==> src/logic/lptl_pkg.sv <==
// constants and state type for the threshold and emitter register block
`default_nettype none
package lptl_pkg;
   // byte register addresses
   localparam logic [7:0] ADDR_AMB_LO_L = 8'h0b;
   localparam logic [7:0] ADDR_AMB_LO_H = 8'h0c;
   localparam logic [7:0] ADDR_AMB_HI_L = 8'h0d;
   localparam logic [7:0] ADDR_AMB_HI_H = 8'h0e;
   localparam logic [7:0] ADDR_EMIT_AB = 8'h0f;
   localparam logic [7:0] ADDR_EMIT_C = 8'h10;
   localparam logic [7:0] ADDR_PROX_L = 8'h11;
   localparam logic [7:0] ADDR_PROX_H = 8'h12;
   // reset values and the value read at unmapped addresses
   localparam logic [7:0] RST_BYTE = 8'h00;
   localparam logic [3:0] CUR_OFF = 4'h0;
   localparam logic [7:0] UNMAPPED_READ = 8'h00;
   // emitter field positions
   localparam int EMIT_W = 4;
   localparam int EMIT_A_LSB = 0;
   localparam int EMIT_B_LSB = 4;
   localparam int EMIT_C_LSB = 0;
   localparam logic [3:0] EMIT_C_RSVD = 4'h0;
   // compressed threshold layout: exponent high nibble, mantissa low nibble
   localparam int COMP_EXP_LSB = 4;
   localparam int COMP_MANT_W = 4;

   typedef struct packed {
      logic [7:0] amb_lo_l;
      logic [7:0] amb_lo_h;
      logic [7:0] amb_hi_l;
      logic [7:0] amb_hi_h;
      logic [7:0] emit_ab;
      logic [7:0] emit_c;
      logic [7:0] prox_l;
      logic [7:0] prox_h;
      logic [7:0] rdata;
      logic rvalid;
      logic amb_evt;
      logic prox_evt;
      logic [3:0] cur_a;
      logic [3:0] cur_b;
      logic [3:0] cur_c;
   } lptl_state_t;
endpackage
`default_nettype wire

==> src/logic/lptl_thresh_decode.sv <==
// threshold byte pair to 16-bit value, plain or compressed
`timescale 1ns/1ps
`default_nettype none
module lptl_thresh_decode
(
   // threshold bytes
   input wire logic [7:0] low_i,
   input wire logic [7:0] high_i,
   // older revision selects compressed format
   input wire logic legacy_i,
   // expanded threshold
   output logic [15:0] value_o
);
   import lptl_pkg::*;

   logic [3:0] exp_w;
   logic [3:0] mant_w;
   logic [19:0] wide_w;

   always_comb
   begin
      exp_w = low_i[COMP_EXP_LSB +: 4];
      mant_w = low_i[COMP_MANT_W-1:0];
      wide_w = 20'({1'b1, mant_w}) << exp_w;
      if (!legacy_i)
      begin
         value_o = {high_i, low_i};
      end
      else if (low_i == RST_BYTE)
      begin
         value_o = 16'h0000;
      end
      else
      begin
         value_o = wide_w[19:4];
      end
   end
endmodule
`default_nettype wire

==> src/logic/lptl_regs.sv <==
// threshold and emitter current registers with window and proximity compare
`timescale 1ns/1ps
`default_nettype none
module lptl_regs
(
   // clock and reset
   input wire logic sys_clk_i,
   input wire logic rst_b_i,
   // byte register port from the serial slave
   input wire logic [7:0] reg_addr_i,
   input wire logic [7:0] reg_wdata_i,
   input wire logic reg_wr_i,
   input wire logic reg_rd_i,
   output logic [7:0] reg_rdata_o,
   output logic reg_rvalid_o,
   // revision and source selection
   input wire logic legacy_rev_i,
   input wire logic amb_sel_ir_i,
   // ambient measurement results
   input wire logic [15:0] ambient_visible_result_i,
   input wire logic [15:0] ambient_infrared_result_i,
   input wire logic amb_valid_i,
   // proximity channel one measurement
   input wire logic prox_meas_active_i,
   input wire logic [15:0] prox_channel_one_result_i,
   input wire logic prox_valid_i,
   // threshold events
   output logic amb_window_evt_o,
   output logic prox_one_evt_o,
   // emitter current codes
   output logic [3:0] emitter_a_current_o,
   output logic [3:0] emitter_b_current_o,
   output logic [3:0] emitter_c_current_o
);
   import lptl_pkg::*;

   lptl_state_t q;
   lptl_state_t d;
   logic [15:0] amb_lower_w;
   logic [15:0] amb_upper_w;
   logic [15:0] prox_th_w;
   logic [15:0] amb_sample_w;

   // lower window edge
   lptl_thresh_decode u_amb_lower
   (
      .low_i(q.amb_lo_l),
      .high_i(q.amb_lo_h),
      .legacy_i(legacy_rev_i),
      .value_o(amb_lower_w)
   );

   // upper window edge
   lptl_thresh_decode u_amb_upper
   (
      .low_i(q.amb_hi_l),
      .high_i(q.amb_hi_h),
      .legacy_i(legacy_rev_i),
      .value_o(amb_upper_w)
   );

   // proximity channel one threshold
   lptl_thresh_decode u_prox_one
   (
      .low_i(q.prox_l),
      .high_i(q.prox_h),
      .legacy_i(legacy_rev_i),
      .value_o(prox_th_w)
   );

   always_comb
   begin
      d = q;
      d.rvalid = 1'b0;
      d.amb_evt = 1'b0;
      d.prox_evt = 1'b0;
      amb_sample_w = amb_sel_ir_i ? ambient_infrared_result_i : ambient_visible_result_i;

      // register writes, each byte live at once
      if (reg_wr_i)
      begin
         if (reg_addr_i == ADDR_AMB_LO_L)
         begin
            d.amb_lo_l = reg_wdata_i;
         end
         else if (reg_addr_i == ADDR_AMB_LO_H)
         begin
            d.amb_lo_h = reg_wdata_i;
         end
         else if (reg_addr_i == ADDR_AMB_HI_L)
         begin
            d.amb_hi_l = reg_wdata_i;
         end
         else if (reg_addr_i == ADDR_AMB_HI_H)
         begin
            d.amb_hi_h = reg_wdata_i;
         end
         else if (reg_addr_i == ADDR_EMIT_AB)
         begin
            d.emit_ab = reg_wdata_i;
         end
         else if (reg_addr_i == ADDR_EMIT_C)
         begin
            d.emit_c = {EMIT_C_RSVD, reg_wdata_i[EMIT_C_LSB +: EMIT_W]};
         end
         else if (reg_addr_i == ADDR_PROX_L)
         begin
            d.prox_l = reg_wdata_i;
         end
         else if (reg_addr_i == ADDR_PROX_H)
         begin
            d.prox_h = reg_wdata_i;
         end
      end

      // register reads, answered next cycle
      if (reg_rd_i)
      begin
         d.rvalid = 1'b1;
         if (reg_addr_i == ADDR_AMB_LO_L)
         begin
            d.rdata = q.amb_lo_l;
         end
         else if (reg_addr_i == ADDR_AMB_LO_H)
         begin
            d.rdata = q.amb_lo_h;
         end
         else if (reg_addr_i == ADDR_AMB_HI_L)
         begin
            d.rdata = q.amb_hi_l;
         end
         else if (reg_addr_i == ADDR_AMB_HI_H)
         begin
            d.rdata = q.amb_hi_h;
         end
         else if (reg_addr_i == ADDR_EMIT_AB)
         begin
            d.rdata = q.emit_ab;
         end
         else if (reg_addr_i == ADDR_EMIT_C)
         begin
            d.rdata = q.emit_c;
         end
         else if (reg_addr_i == ADDR_PROX_L)
         begin
            d.rdata = q.prox_l;
         end
         else if (reg_addr_i == ADDR_PROX_H)
         begin
            d.rdata = q.prox_h;
         end
         else
         begin
            d.rdata = UNMAPPED_READ;
         end
      end

      // ambient window check on selected source
      if (amb_valid_i)
      begin
         d.amb_evt = (amb_sample_w < amb_lower_w) || (amb_sample_w > amb_upper_w);
      end

      // proximity threshold check, bytes decoded plain or compressed like the ambient ones
      if (prox_valid_i)
      begin
         d.prox_evt = prox_channel_one_result_i > prox_th_w;
      end

      // emitter drive only during a proximity measurement
      if (prox_meas_active_i)
      begin
         d.cur_a = q.emit_ab[EMIT_A_LSB +: EMIT_W];
         d.cur_b = q.emit_ab[EMIT_B_LSB +: EMIT_W];
         d.cur_c = q.emit_c[EMIT_C_LSB +: EMIT_W];
      end
      else
      begin
         d.cur_a = CUR_OFF;
         d.cur_b = CUR_OFF;
         d.cur_c = CUR_OFF;
      end
   end

   always_ff @(posedge sys_clk_i)
   begin
      if (!rst_b_i)
      begin
         q.amb_lo_l <= RST_BYTE;
         q.amb_lo_h <= RST_BYTE;
         q.amb_hi_l <= RST_BYTE;
         q.amb_hi_h <= RST_BYTE;
         q.emit_ab <= RST_BYTE;
         q.emit_c <= RST_BYTE;
         q.prox_l <= RST_BYTE;
         q.prox_h <= RST_BYTE;
         q.rdata <= RST_BYTE;
         q.rvalid <= 1'b0;
         q.amb_evt <= 1'b0;
         q.prox_evt <= 1'b0;
         q.cur_a <= CUR_OFF;
         q.cur_b <= CUR_OFF;
         q.cur_c <= CUR_OFF;
      end
      else
      begin
         q <= d;
      end
   end

   // outputs straight from state
   assign reg_rdata_o = q.rdata;
   assign reg_rvalid_o = q.rvalid;
   assign amb_window_evt_o = q.amb_evt;
   assign prox_one_evt_o = q.prox_evt;
   assign emitter_a_current_o = q.cur_a;
   assign emitter_b_current_o = q.cur_b;
   assign emitter_c_current_o = q.cur_c;
endmodule
`default_nettype wire

==> config.mk <==
export PLATFORM = sky130hd
export DESIGN_NAME = lptl_regs
export DESIGN_NICKNAME = d
export VERILOG_FILES = /design/src/logic/lptl_pkg.sv /design/src/logic/lptl_thresh_decode.sv /design/src/logic/lptl_regs.sv
export SDC_FILE = /design/constraint.sdc
export NUM_CORES = 1
export LEC_CHECK = 0
export BUFFER_PORTS_ARGS = -buffer_cell sky130_fd_sc_hd__buf_2
export CORE_MARGIN = 5
export CORE_UTILIZATION = 54
export CTS_BUF_LIST = sky130_fd_sc_hd__clkbuf_2 sky130_fd_sc_hd__clkbuf_4 sky130_fd_sc_hd__clkbuf_8
export CTS_CLUSTER_SIZE = 14
export DETAILED_ROUTE_END_ITERATION = 6
export PLACE_DENSITY = 0.87
export SLEW_MARGIN = 40
export SYNTH_ARGS = -nofsm -noshare
export SYNTH_HDL_FRONTEND = slang
export SYNTH_SLANG_ARGS = --single-unit
export TNS_END_PERCENT = 20
==> constraint.sdc <==
create_clock -name sys_clk_i -period 3.2 [get_ports sys_clk_i]
set_input_delay 0.96 -clock sys_clk_i [delete_from_list [all_inputs] [get_ports sys_clk_i]]
set_output_delay 0.96 -clock sys_clk_i [all_outputs]
set_load 0.005 [all_outputs]
# == Word-level counts from Yosys, hierarchy flattened ==
# Index checks and enable logic that the tools add are counted.
# word_totals
mem_count,0
elab_cells,67
ram_bits,0
output_inout_bits,23
latch_bits,0
reg_bits,83
romBits,0
in_bits,73
# classes
order_cmp,3
n_mux,16
shift,3
n_mul,0
n_reduce_logical,15
div,0
n_eq_ne,8
bitwise,7
add_sub_neg,0
# op_table
op,n
$mux W16,7
$mux W8,8
$shl A5 B4 Y20,3
$eq A8 B4 Y1 const B,5
$gt A16 B16 Y1,2
$eq A8 B5 Y1 const B,3
$logic_not A8 Y1,3
$lt A16 B16 Y1,1
$reduce_and A9 Y1,1
$reduce_and A2 Y1,4
$reduce_and A8 Y1,1
$not A1 Y1,7
$reduce_and A7 Y1,1
$reduce_and A6 Y1,1
$reduce_and A5 Y1,1
$reduce_and A4 Y1,1
$reduce_and A3 Y1,1
$logic_or A1 B1 Y1,1
$mux W1,1

# == Depth between registers and ports, before layout ==
# Gate-level depths: netlist of the first run.
# depth
depth_word,9
depth_mapped,14
mapped_depth_nobuf,13

# == Hierarchy ==
# Synthesis of the first run repeated with hierarchy kept, for this count alone.
# unflattened
cells_unflattened,825
hier_area_um2,6891.6
# modules_own_cells
mod,cells_per_inst,instances,seq_area_each_um2,area_per_inst_um2
lptl_regs,588,1,1661.6,5202.5
lptl_thresh_decode,79,3,0.0,563.0

# == Worst setup path before layout of the first run ==
# Ideal clock, no wire load.
# synth_path
path_type,input port to flip-flop
start,input amb_sel_ir_i
end,"register q, in the netlist amb_window_evt_o"
stages,9
setup_time_ns,0.134
arrival_ns,2.994
n_path_buf,2
required_time_ns,3.066
slack_ns,0.072
path_cell_list,clkbuf_1 -> buf_1 -> mux2_2 -> ha_1 -> nand4_1 -> a211oi_1 -> o41ai_2 -> a211oi_1 -> o32ai_1
# synth_between
elab_chain_len,3
word_cells_on_any_way,4
cone_classes,2 x order compare; 1 x mux; 1 x reduce/logical
# synth_rtl
item,line_no,text
"start, declared",lptl_regs.sv:18,"input wire logic amb_sel_ir_i,"
$mux W16 *,lptl_regs.sv:77,amb_sample_w = amb_sel_ir_i ? ambient_infrared_result_i : ambient_visible_result_i;
$lt A16 B16 Y1 or $gt A16 B16 Y1 (tied branches),lptl_regs.sv:161,d.amb_evt = (amb_sample_w < amb_lower_w) || (amb_sample_w > amb_upper_w);
$logic_or A1 B1 Y1 *,lptl_regs.sv:161,
"end, declared",lptl_regs.sv:37,lptl_state_t q;
# Every way passes the cells marked *; elsewhere a longest branch is shown, timed or not.
# A chain may end at the register's enable or synchronous reset.

# == Final worst setup path of the first run ==
# layout_path
start,register q[84] (netlist name)
end,"register q, in the netlist amb_window_evt_o"
# layout_between
elab_chain_len,5
word_cells_on_any_way,6
cone_classes,1 x order compare; 1 x shift; 2 x mux; 2 x reduce/logical
# layout_rtl
item,line_no,text
$shl A5 B4 Y20 or $logic_not A8 Y1 (tied branches),"lptl_thresh_decode.sv:24, lptl_thresh_decode.sv:29",
$mux W16,lptl_thresh_decode.sv:29,else if (low_i == RST_BYTE)
$mux W16 *,lptl_thresh_decode.sv:25,if (!legacy_i)
$lt A16 B16 Y1 *,lptl_regs.sv:161,
$logic_or A1 B1 Y1 *,lptl_regs.sv:161,
# Marks and branches as above.

==> run metrics, run 1 <==
Final HPWL DP=13,000 um; top post-synthesis cells by area=dfxtp_1 (27%), ha_1 (9.7%), mux2i_1 (8.9%); clk sinks=83; setup_tns=0 ns; Std-Cell Rows=38; ys flop type=dfxtp_1; Final Slew Violations=0; Syn-to-layout area delta=11.5%; Setup crit end kind=flip-flop; CP Class=reg -> reg; Die Span X=about 120 um; Syn Nets=~870; hold violation count in the final report=0; final wirelength=17,000 um; vias=roughly 5,900; synth warn=0; Setup Viol. Count Final=0; Slowest cell on crit path=or4_4; clock power share=about two fifths; core area=about 11,000 um^2; Tot Pwr=around 2.3 mW; Period minus WS final=~2.9 ns; RSZ-0062 raised after global routing=no; most common cell in the synthesized netlist=nand2_1; DRT Pass-1 Iters=5; Inserted Clock Buffers=9; worst setup path startpoint=q[84]; I/O Pins=96; layout cell share with drive strength beyond 1=20.3%; Initial Util=55.5%; count of max-cap constraint violations=0; Internal=~1.7 mW; Comb pwr share=13.4%; Resize count post-CTS=0; synthesized area per cell=slightly above 8 um^2; vias in the first global route=around 5,600; synth unique cells=58; post-synth top area cell=dfxtp_1; peak supply drop=approximately 0.00042 V; EDFF count, synth=0; critical path data arrival time=3.17 ns; top cell type's share of synthesized area=around 27%; worst-skew pair later-pin latency=about 0.36 ns; full die area=between 10,000 and 15,000 um^2; Highest Clock Rate=about 340 MHz; # Post-CTS Setup Buffers=0; H-tree depth=3; Seq pwr share=roughly 46%; CTS root buf=clkbuf_8; Die Ht=between 100 and 150 um; crit-path max FO=9; n_diodes=0; Static Leak=2.78 nW; wire length per cell=about 18 um; Power Density=about 340 nW/um^2; Crit path largest cell delay=roughly 0.43 ns; RR Startpoint=q[84]; Switching Fraction=between 20% and 30%; crit-path cells=buf_4, or4_4, nor4_4, nor3_1, a22oi_1, ha_1, o21ai_0, a211oi_1, o41ai_2, a211oi_1, o32ai_1; DRC viols=0; start point of the worst hold path=q[77]; Final nets=921; clk_skew=~0.01 ns; most used cell, CP=a211oi_1; switching power=549 uW; worst-margin pin slew=roughly 0.58 ns; post-route ant nets=0; GPL Wtd Cong=0.967; status=finished, final reports clean; HP Class=reg -> reg; first-pass GRT wire length=around 27,000 um; clock transition at the registers of the reported paths=0.08 ns; DR vias/cell=between 6 and 7; GRT Resource Usage Total=between 20% and 30%; Hold Buf Count CTS=0; Synth top cells by count=nand2_1 (86), dfxtp_1 (83), mux2i_1 (54), a21oi_1 (47), ha_1 (47); share of async-settable or async-resettable flops after synthesis=0%; Final Cycle Share=91.8%; # fillers=about 950; Initial DRC Count=541; largest net degree at the start of global routing=31; Seq/Total Area, Yosys=27.4%; Synth Instances=approximately 750; initial antenna violation count=0; Critical path buffers and inverters=1; Largest delay share family, worst path=compound AO/OA/AOI/OAI gates; total gr overflow=0; # port buffers=95; clk buf depth=2; Slew HR=approximately three fifths; CTS tree=built; startpoint types=flip-flop; worst path required time=about 3.4 ns; Cell Area, Synth=just over 6000 um^2; register bit total from synthesis=between 80 and 90
[state kept, by name, summed over array words and instances (netlist names)]
signal / flops
reg_rdata_o: 8
amb_window_evt_o: 1
emitter_a_current_o: 4
emitter_b_current_o: 4
q: 60
reg_rvalid_o: 1
prox_one_evt_o: 1
emitter_c_current_o: 4
[path summary, 6_finish.rpt]
check                endpoint  slack, ns  cells past startpoint
max          amb_window_evt_o       0.26                     11
min                     q[77]       0.49                      2
max reg2reg  amb_window_evt_o       0.26                     11
min reg2reg             q[77]       0.49                      2
[power by group through the flow]
| stage | registers (mW) | clock network, mW | logic, mW |
|---|---|---|---|
| after floorplan | 1.07 | 0 | 0.192 |
| after global placement | 1.07 | 0 | 0.292 |
| after CTS | 1.04 | 0.945 | 0.302 |
| after global routing | 1.05 | 0.985 | 0.341 |
| final | 1.04 | 0.930 | 0.306 |
| after detailed placement | 1.07 | 0 | 0.300 |
[through the flow]
step / setup slack (ns) / hold WS, ns / area (um^2) / std cells / utilization [%]
finish: 0.261 / 0.492 / 6760 / 946 / 61.9
global route: 0.107 / 0.506 / 6760 / 946 / 61.9
CTS: 0.330 / 0.490 / 6760 / 946 / 61.9
detailed placement: 0.0471 / 0.479 / 6510 / 930 / 59.6
global placement: 0.184 / 0.474 / 6510 / 930 / 59.6
floorplan: 0.0718 / 0.450 / 6070 / 745 / -
[routing by layer]
layer | global-route usage [%] | part of all wire, %
met3 | 4.65 | 8.4
met2 | 42.2 | 48
met5 | 0 | 0
met1 | 32.2 | 40
met4 | 10.9 | 3.6
[worst register-to-register path, stage by stage, from the launching register on]
cell and delay (ns):
dfxtp_1 0.38, buf_4 0.20, or4_4 0.43, nor4_4 0.23, nor3_1 0.14, a22oi_1 0.23, ha_1 0.23, o21ai_0 0.11
a211oi_1 0.29, o41ai_2 0.12, a211oi_1 0.32, o32ai_1 0.13
[final cells by class]
class                           instances  area [um^2]  share of cell area (%)
Clock buffer                           12          153                    2.26
Clock inverter                          4         97.6                    1.44
Inverter                                8         30.0                   0.444
Multi-Input combinational cell        581         4000                    59.1
Sequential cell                        83         1660                    24.6
Tap cell                              140          175                    2.59
Timing Repair Buffer                  118          648                    9.58
[layout by cell type, fill, tap and decap left out, types with 5 or more instances in the layout]
master,n
a211oi_1,9
a21boi_0,24
a21oi_1,47
a22oi_1,25
a31oi_1,9
and3_1,27
buf_2,95
buf_4,23
clkbuf_8,10
dfxtp_1,83
ha_1,47
inv_1,7
mux2_2,21
mux2i_1,54
nand2_1,86
nand3_1,21
nand4_1,9
nor2_1,39
nor2b_1,45
nor3_1,12
o211ai_1,5
o21ai_0,38
o22ai_1,8
o32ai_1,5
[kinds of logic after synthesis]
kind of cell	synth area share (%)
and+or+nand+nor	21.9
AOI/OAI and AO/OA	21.5
muxes	12.8
buffers and inverters	6.70
DFF	27.4
adders and majority gates	9.69
No activity file was read; power rests on OpenSTA's default activity.
==> inputs of run 2 (changes only) <==
Settings changed: ABC_AREA set to 1, CORE_UTILIZATION 54 to 64, PLACE_DENSITY 0.87 to 0.95.
Clock period 3.2 ns to 3.5 ns, I/O delays scaled along.
==> run metrics, run 2 <==
worst path required time=around 3.8 ns; peak supply drop=~0.00028 V; DRC viols=1; Syn-to-layout area delta=8.75%; Resize count post-CTS=0; Syn Nets=around 950; Synth Instances=around 830; RR Startpoint=q[36]; CP Class=in -> reg; Slowest cell on crit path=nor4b_1; Static Leak=between 2 and 3 nW; top post-synthesis cells by area=dfxtp_1 (28%), ha_1 (9.9%), a21oi_1 (8.1%); top cell type's share of synthesized area=27.9%; ys flop type=dfxtp_1; worst-margin pin slew=between 0.7 and 0.8 ns; hold violation count in the final report=0; Slew HR=slightly below 50%; post-synth top area cell=dfxtp_1; Seq/Total Area, Yosys=between 20% and 30%; clk buf depth=2; clk sinks=just over 80; max reg flops=60; Die Ht=approximately 110 um; final wirelength=around 17,000 um; full die area=~11,000 um^2; start point of the worst hold path=reg_rdata_o[7]; commonest non-fill, non-tap cell in the layout=nand2_1; Cell Area, Synth=between 5000 and 6000 um^2; worst setup margin=0.687 ns; most flop-heavy register=q; Worst Hold Path EP=reg_rdata_o[7]; hold depth=2; Final Cycle Share=about 80%; Highest Clock Rate=roughly 360 MHz; Setup Viol. Count Final=0; failing checks=DRC; worst-skew pair later-pin latency=0.36 ns; Final Slew Violations=0; vias=between 6,000 and 7,000; Hold Buf Count CTS=0; # Post-CTS Setup Buffers=0; crit-path cells=buf_2, buf_4, nand2_1, o22ai_1, inv_1, ha_1, nand2_1, nor4b_1, a21oi_1, or2_2, a21oi_1; routed wl met3=1710 um; Initial DRC Count=744; Met1 Wirelength=6490 um; DR vias/cell=roughly 6.2; Synth top cells by count=nand2_1 (119), a21oi_1 (96), o21ai_0 (96), inv_1 (87), dfxtp_1 (83); clk_skew=about 0.018 ns; largest net degree at the start of global routing=between 40 and 50; wire length per cell=16.8 um; GRT Resource Usage Total=approximately 30%; initial antenna violation count=0; startpoint types=input port; met2 routed WL=~8000 um; CTS root buf=clkbuf_8; vias in the first global route=between 5,000 and 6,000; H-tree depth=3; CTS tree=built; I/O Pins=between 90 and 100; clock transition at the registers of the reported paths=0.10 ns; Final HPWL DP=between 10,000 and 15,000 um; EDFF count, synth=0; HP Class=reg -> reg; Setup crit end kind=flip-flop; share of async-settable or async-resettable flops after synthesis=0%; Critical path buffers and inverters=3; status=complete, but fails checks; Std-Cell Rows=35; layout cell share with drive strength beyond 1=approximately a fifth; RSZ-0062 raised after global routing=no; setup_tns=0 ns; RR Endpoint=prox_one_evt_o; post-route ant nets=0; GPL Wtd Cong=between 0.9 and 1; Inserted Clock Buffers=9; Die Span X=about 110 um; most common cell in the synthesized netlist=nand2_1; Final nets=around 1,000; crit-path max FO=32; core area=9150 um^2; Power Density=~290 nW/um^2; DR top layer=met4; n_diodes=0; synth unique cells=50; Register-to-Register Setup Slack=0.82 ns; synthesized area per cell=approximately 7 um^2; DRT Pass-1 Iters=7; # port buffers=between 90 and 100; first-pass GRT wire length=~27,000 um; Initial Util=approximately two thirds; total gr overflow=0; worst slack, placed=0.295 ns; synth warn=0; # fillers=728; Period minus WS final=around 2.8 ns; count of max-cap constraint violations=0; register bit total from synthesis=83; Largest delay share family, worst path=simple AND/OR/NAND/NOR gates; critical path data arrival time=3.12 ns; Worst R2R Path Depth=11; most frequent cells in the layout=nand2_1 (119), a21oi_1 (96), o21ai_0 (96); Crit path largest cell delay=0.36 ns
[run 2: routing by layer]
layer | vias to the layer above | track usage (%)
met3 | 75 | 5.22
met1 | 2781 | 37.0
met4 | 0 | 11.7
li1 | 3010 | -
met2 | 363 | 50.5
met5 | - | 0
[run 2: worst max-delay path by stage]
| stage | start | end | slack [ns] | depth (start not counted) |
|---|---|---|---|---|
| after floorplan | amb_sel_ir_i | amb_window_evt_o | 0.43 | 10 |
| after global placement | legacy_rev_i | prox_one_evt_o | 0.39 | 11 |
| after detailed placement | legacy_rev_i | prox_one_evt_o | 0.29 | 11 |
| after CTS | legacy_rev_i | prox_one_evt_o | 0.66 | 11 |
| after global routing | legacy_rev_i | amb_window_evt_o | 0.43 | 11 |
| final | legacy_rev_i | prox_one_evt_o | 0.69 | 11 |
[run 2: cells by family after synthesis]
family / count (synthesis) / share of synthesized area, %
adder cells (fa/ha/maj): 47 / 9.89
multiplexers: 15 / 2.84
AND/OR/NAND/NOR: 256 / 19.8
buffers and inverters: 154 / 11.8
AO/OA/AOI/OAI: 278 / 27.7
flip-flops: 83 / 27.9
[run 2: through the flow]
stage | utilization [%] | hold slack, ns | power (mW) | area, um^2 | instances
2_1_floorplan | - | 0.430 | 1.15 | 5950 | 833
3_3_place_gp | 68.4 | 0.453 | 1.25 | 6260 | 988
3_5_place_dp | 68.6 | 0.455 | 1.26 | 6280 | 989
4_1_cts | 70.6 | 0.468 | 1.89 | 6470 | 1005
5_1_grt | 70.6 | 0.499 | 1.98 | 6470 | 1005
6_report | 70.6 | 0.468 | 1.90 | 6470 | 1005
[run 2: layout make-up]
cell class	count	area, um^2	area share, %
sequential	83	1660	25.7
multi-input combinational	596	3590	55.5
inverter	98	368	5.69
timing repair buffer	101	524	8.11
tap	111	139	2.15
clock inverter	6	47.5	0.735
clock buffer	10	138	2.13
[run 2: report_power, final]
| part | leakage, nW | internal [mW] | switching [mW] |
|---|---|---|---|
| registers | 0.669 | 0.948 | 0.00308 |
| logic | 1.85 | 0.115 | 0.174 |
| clock network | 0.0985 | 0.285 | 0.378 |
[run 2: worst register-to-register path, cell delays in order (launching register included)]
cell and delay [ns]:
dfxtp_1 0.55, inv_1 0.17, nand2_1 0.09, o21ai_0 0.11
o21ai_0 0.30, a22oi_1 0.12, ha_1 0.31, nand2_1 0.07
nor4b_1 0.40, a21oi_1 0.11, or2_2 0.28, a21oi_1 0.12
==> inputs of run 3 (changes only) <==
Settings changed: CORE_UTILIZATION 64 to 54, PLACE_DENSITY 0.95 to 0.87.
Clock period 3.5 ns to 2.55 ns, I/O delays scaled along.
==> run metrics, run 3 (synthesized netlist as in run 2, its figures left out) <==
status=finished, final reports clean; Power Density=388 nW/um^2; switching power=approximately 760 uW; DRT Pass-1 Iters=6; CP Class=reg -> reg; Register-to-Register Setup Slack=~0.073 ns; CTS tree=built; Final nets=approximately 1,100; Static Leak=2.94 nW; Internal=between 1.5 and 2 mW; most flop-heavy register=q; largest net degree at the start of global routing=51; most frequent cells in the layout=nand2_1 (119), a21oi_1 (95), buf_2 (95); Period minus WS final=2.48 ns; I/O Pins=96; worst setup path startpoint=q[67]; DR vias/cell=roughly 5.9; n_diodes=0; initial antenna violation count=0; wire length per cell=16.3 um; hold depth=2; start point of the worst hold path=reg_rdata_o[3]; peak supply drop=a little over 0.0003 V; hold violation count in the final report=0; clk sinks=83; Final Cycle Share=a little over nine tenths; clock transition at the registers of the reported paths=0.09 ns; H-tree depth=3; Inst Count DP=1,072; setup_tns=0 ns; Seq pwr share=roughly 48%; HP Class=reg -> reg; GRT Resource Usage Total=26.3%; layout cell share with drive strength beyond 1=between 20% and 30%; RR Endpoint=amb_window_evt_o; Final HPWL DP=between 10,000 and 15,000 um; Std-Cell Rows=38; Hold Buf Count CTS=0; Comb pwr share=16.2%; worst-skew pair later-pin latency=about 0.37 ns; RR Startpoint=q[67]; core area=about 11,000 um^2; Syn-to-layout area delta=18.3%; worst-margin pin slew=between 0.8 and 0.9 ns; Tot Pwr=~2.7 mW; post-route ant nets=0; Setup crit end kind=flip-flop; Initial DRC Count=~770; Setup Viol. Count Final=0; final wirelength=between 15,000 and 20,000 um; Final Slew Violations=0; CTS root buf=clkbuf_8; vias=approximately 6,400; max reg flops=60; worst path required time=roughly 2.8 ns; vias in the first global route=a little under 6,000; final cell count without fillers=1,090; critical path data arrival time=between 2 and 3 ns; startpoint types=flip-flop; crit-path max FO=9; Die Span X=roughly 110 um; Worst R2R Path Depth=16; commonest non-fill, non-tap cell in the layout=nand2_1; Slew HR=45.1%; clock power share=a little over a third; clk_skew=around 0.012 ns; full die area=between 10,000 and 15,000 um^2; # port buffers=95; DRC viols=0; Die Ht=115 um; GPL Wtd Cong=~0.96; Switching Fraction=27.9%; clk buf depth=2; Initial Util=a little under three fifths; Worst Hold Path EP=reg_rdata_o[3]; count of max-cap constraint violations=0; first-pass GRT wire length=28,000 um; Inserted Clock Buffers=9; Highest Clock Rate=around 400 MHz; total gr overflow=0
run 3: cell types whose count changed in the layout (fill, tap and decap cells not counted), sizes merged:
cell / delta
inv: +2
clkinv: -4
buf: +56
clkinvlp: +1
bufinv: +1
run 3: timing repair:
action,in CTS,in global routing
pin swaps,0,5
setup buffers,0,2
setup endpoints to repair,1,2
gates resized for setup,2,40
cloned,0,0
run 3: worst max-delay path, cell delays in order (launching register included):
cell and delay (ns):
dfxtp_2 0.37, nor2_1 0.16, inv_1 0.08, nor3_1 0.23, a41oi_2 0.19, nand2_1 0.12, inv_1 0.07, a22oi_1 0.22
ha_1 0.30, a21oi_1 0.14, o21ai_0 0.09, nand2_1 0.06, o211ai_1 0.07, nand2_1 0.07, nand3_1 0.07, nand2_1 0.09
a21oi_1 0.07
run 3: power groups by stage:
stage / Sequential (mW) / Clock (mW) / Combinational, mW
final: 1.30 / 0.983 / 0.441
after global routing: 1.31 / 1.05 / 0.495
after CTS: 1.31 / 0.993 / 0.429
after detailed placement: 1.34 / 0 / 0.426
after global placement: 1.34 / 0 / 0.412
after floorplan: 1.34 / 0 / 0.248
run 3: stage by stage:
| step | hold slack (ns) | utilization [%] | setup WS [ns] | instance area (um^2) |
|---|---|---|---|---|
| 4_1_cts | 0.469 | 64.4 | 0.00181 | 6950 |
| 2_1_floorplan | 0.430 | - | 0.0113 | 5950 |
| 3_3_place_gp | 0.453 | 62.3 | -0.129 | 6730 |
| 5_1_grt | 0.489 | 65.2 | -0.0972 | 7040 |
| 6_report | 0.465 | 65.2 | 0.0727 | 7040 |
| 3_5_place_dp | 0.456 | 62.5 | -0.242 | 6740 |
run 3: worst max path at each step:
stage | end | slack [ns]
2_1_floorplan | prox_one_evt_o | 0.01
3_3_place_gp | prox_one_evt_o | -0.13
4_1_cts | prox_one_evt_o | 0.002
3_5_place_dp | prox_one_evt_o | -0.24
6_report | amb_window_evt_o | 0.07
5_1_grt | amb_window_evt_o | -0.1
run 3: layer usage:
layer	vias to the layer above	track usage (%)	wire [um]
li1	3118	-	-
met1	2857	32.5	6840
met2	355	45.9	8680
met3	66	5.63	1680
met4	0	7.98	607
met5	-	0	0
run 3: final cells by class:
type,instances,area (um^2)
Sequential cell,83,1680
Clock buffer,10,131
Multi-Input combinational cell,596,3640
Inverter,98,372
Clock inverter,6,70.1
Tap cell,140,175
Fill cell,940,3760
Timing Repair Buffer,157,966
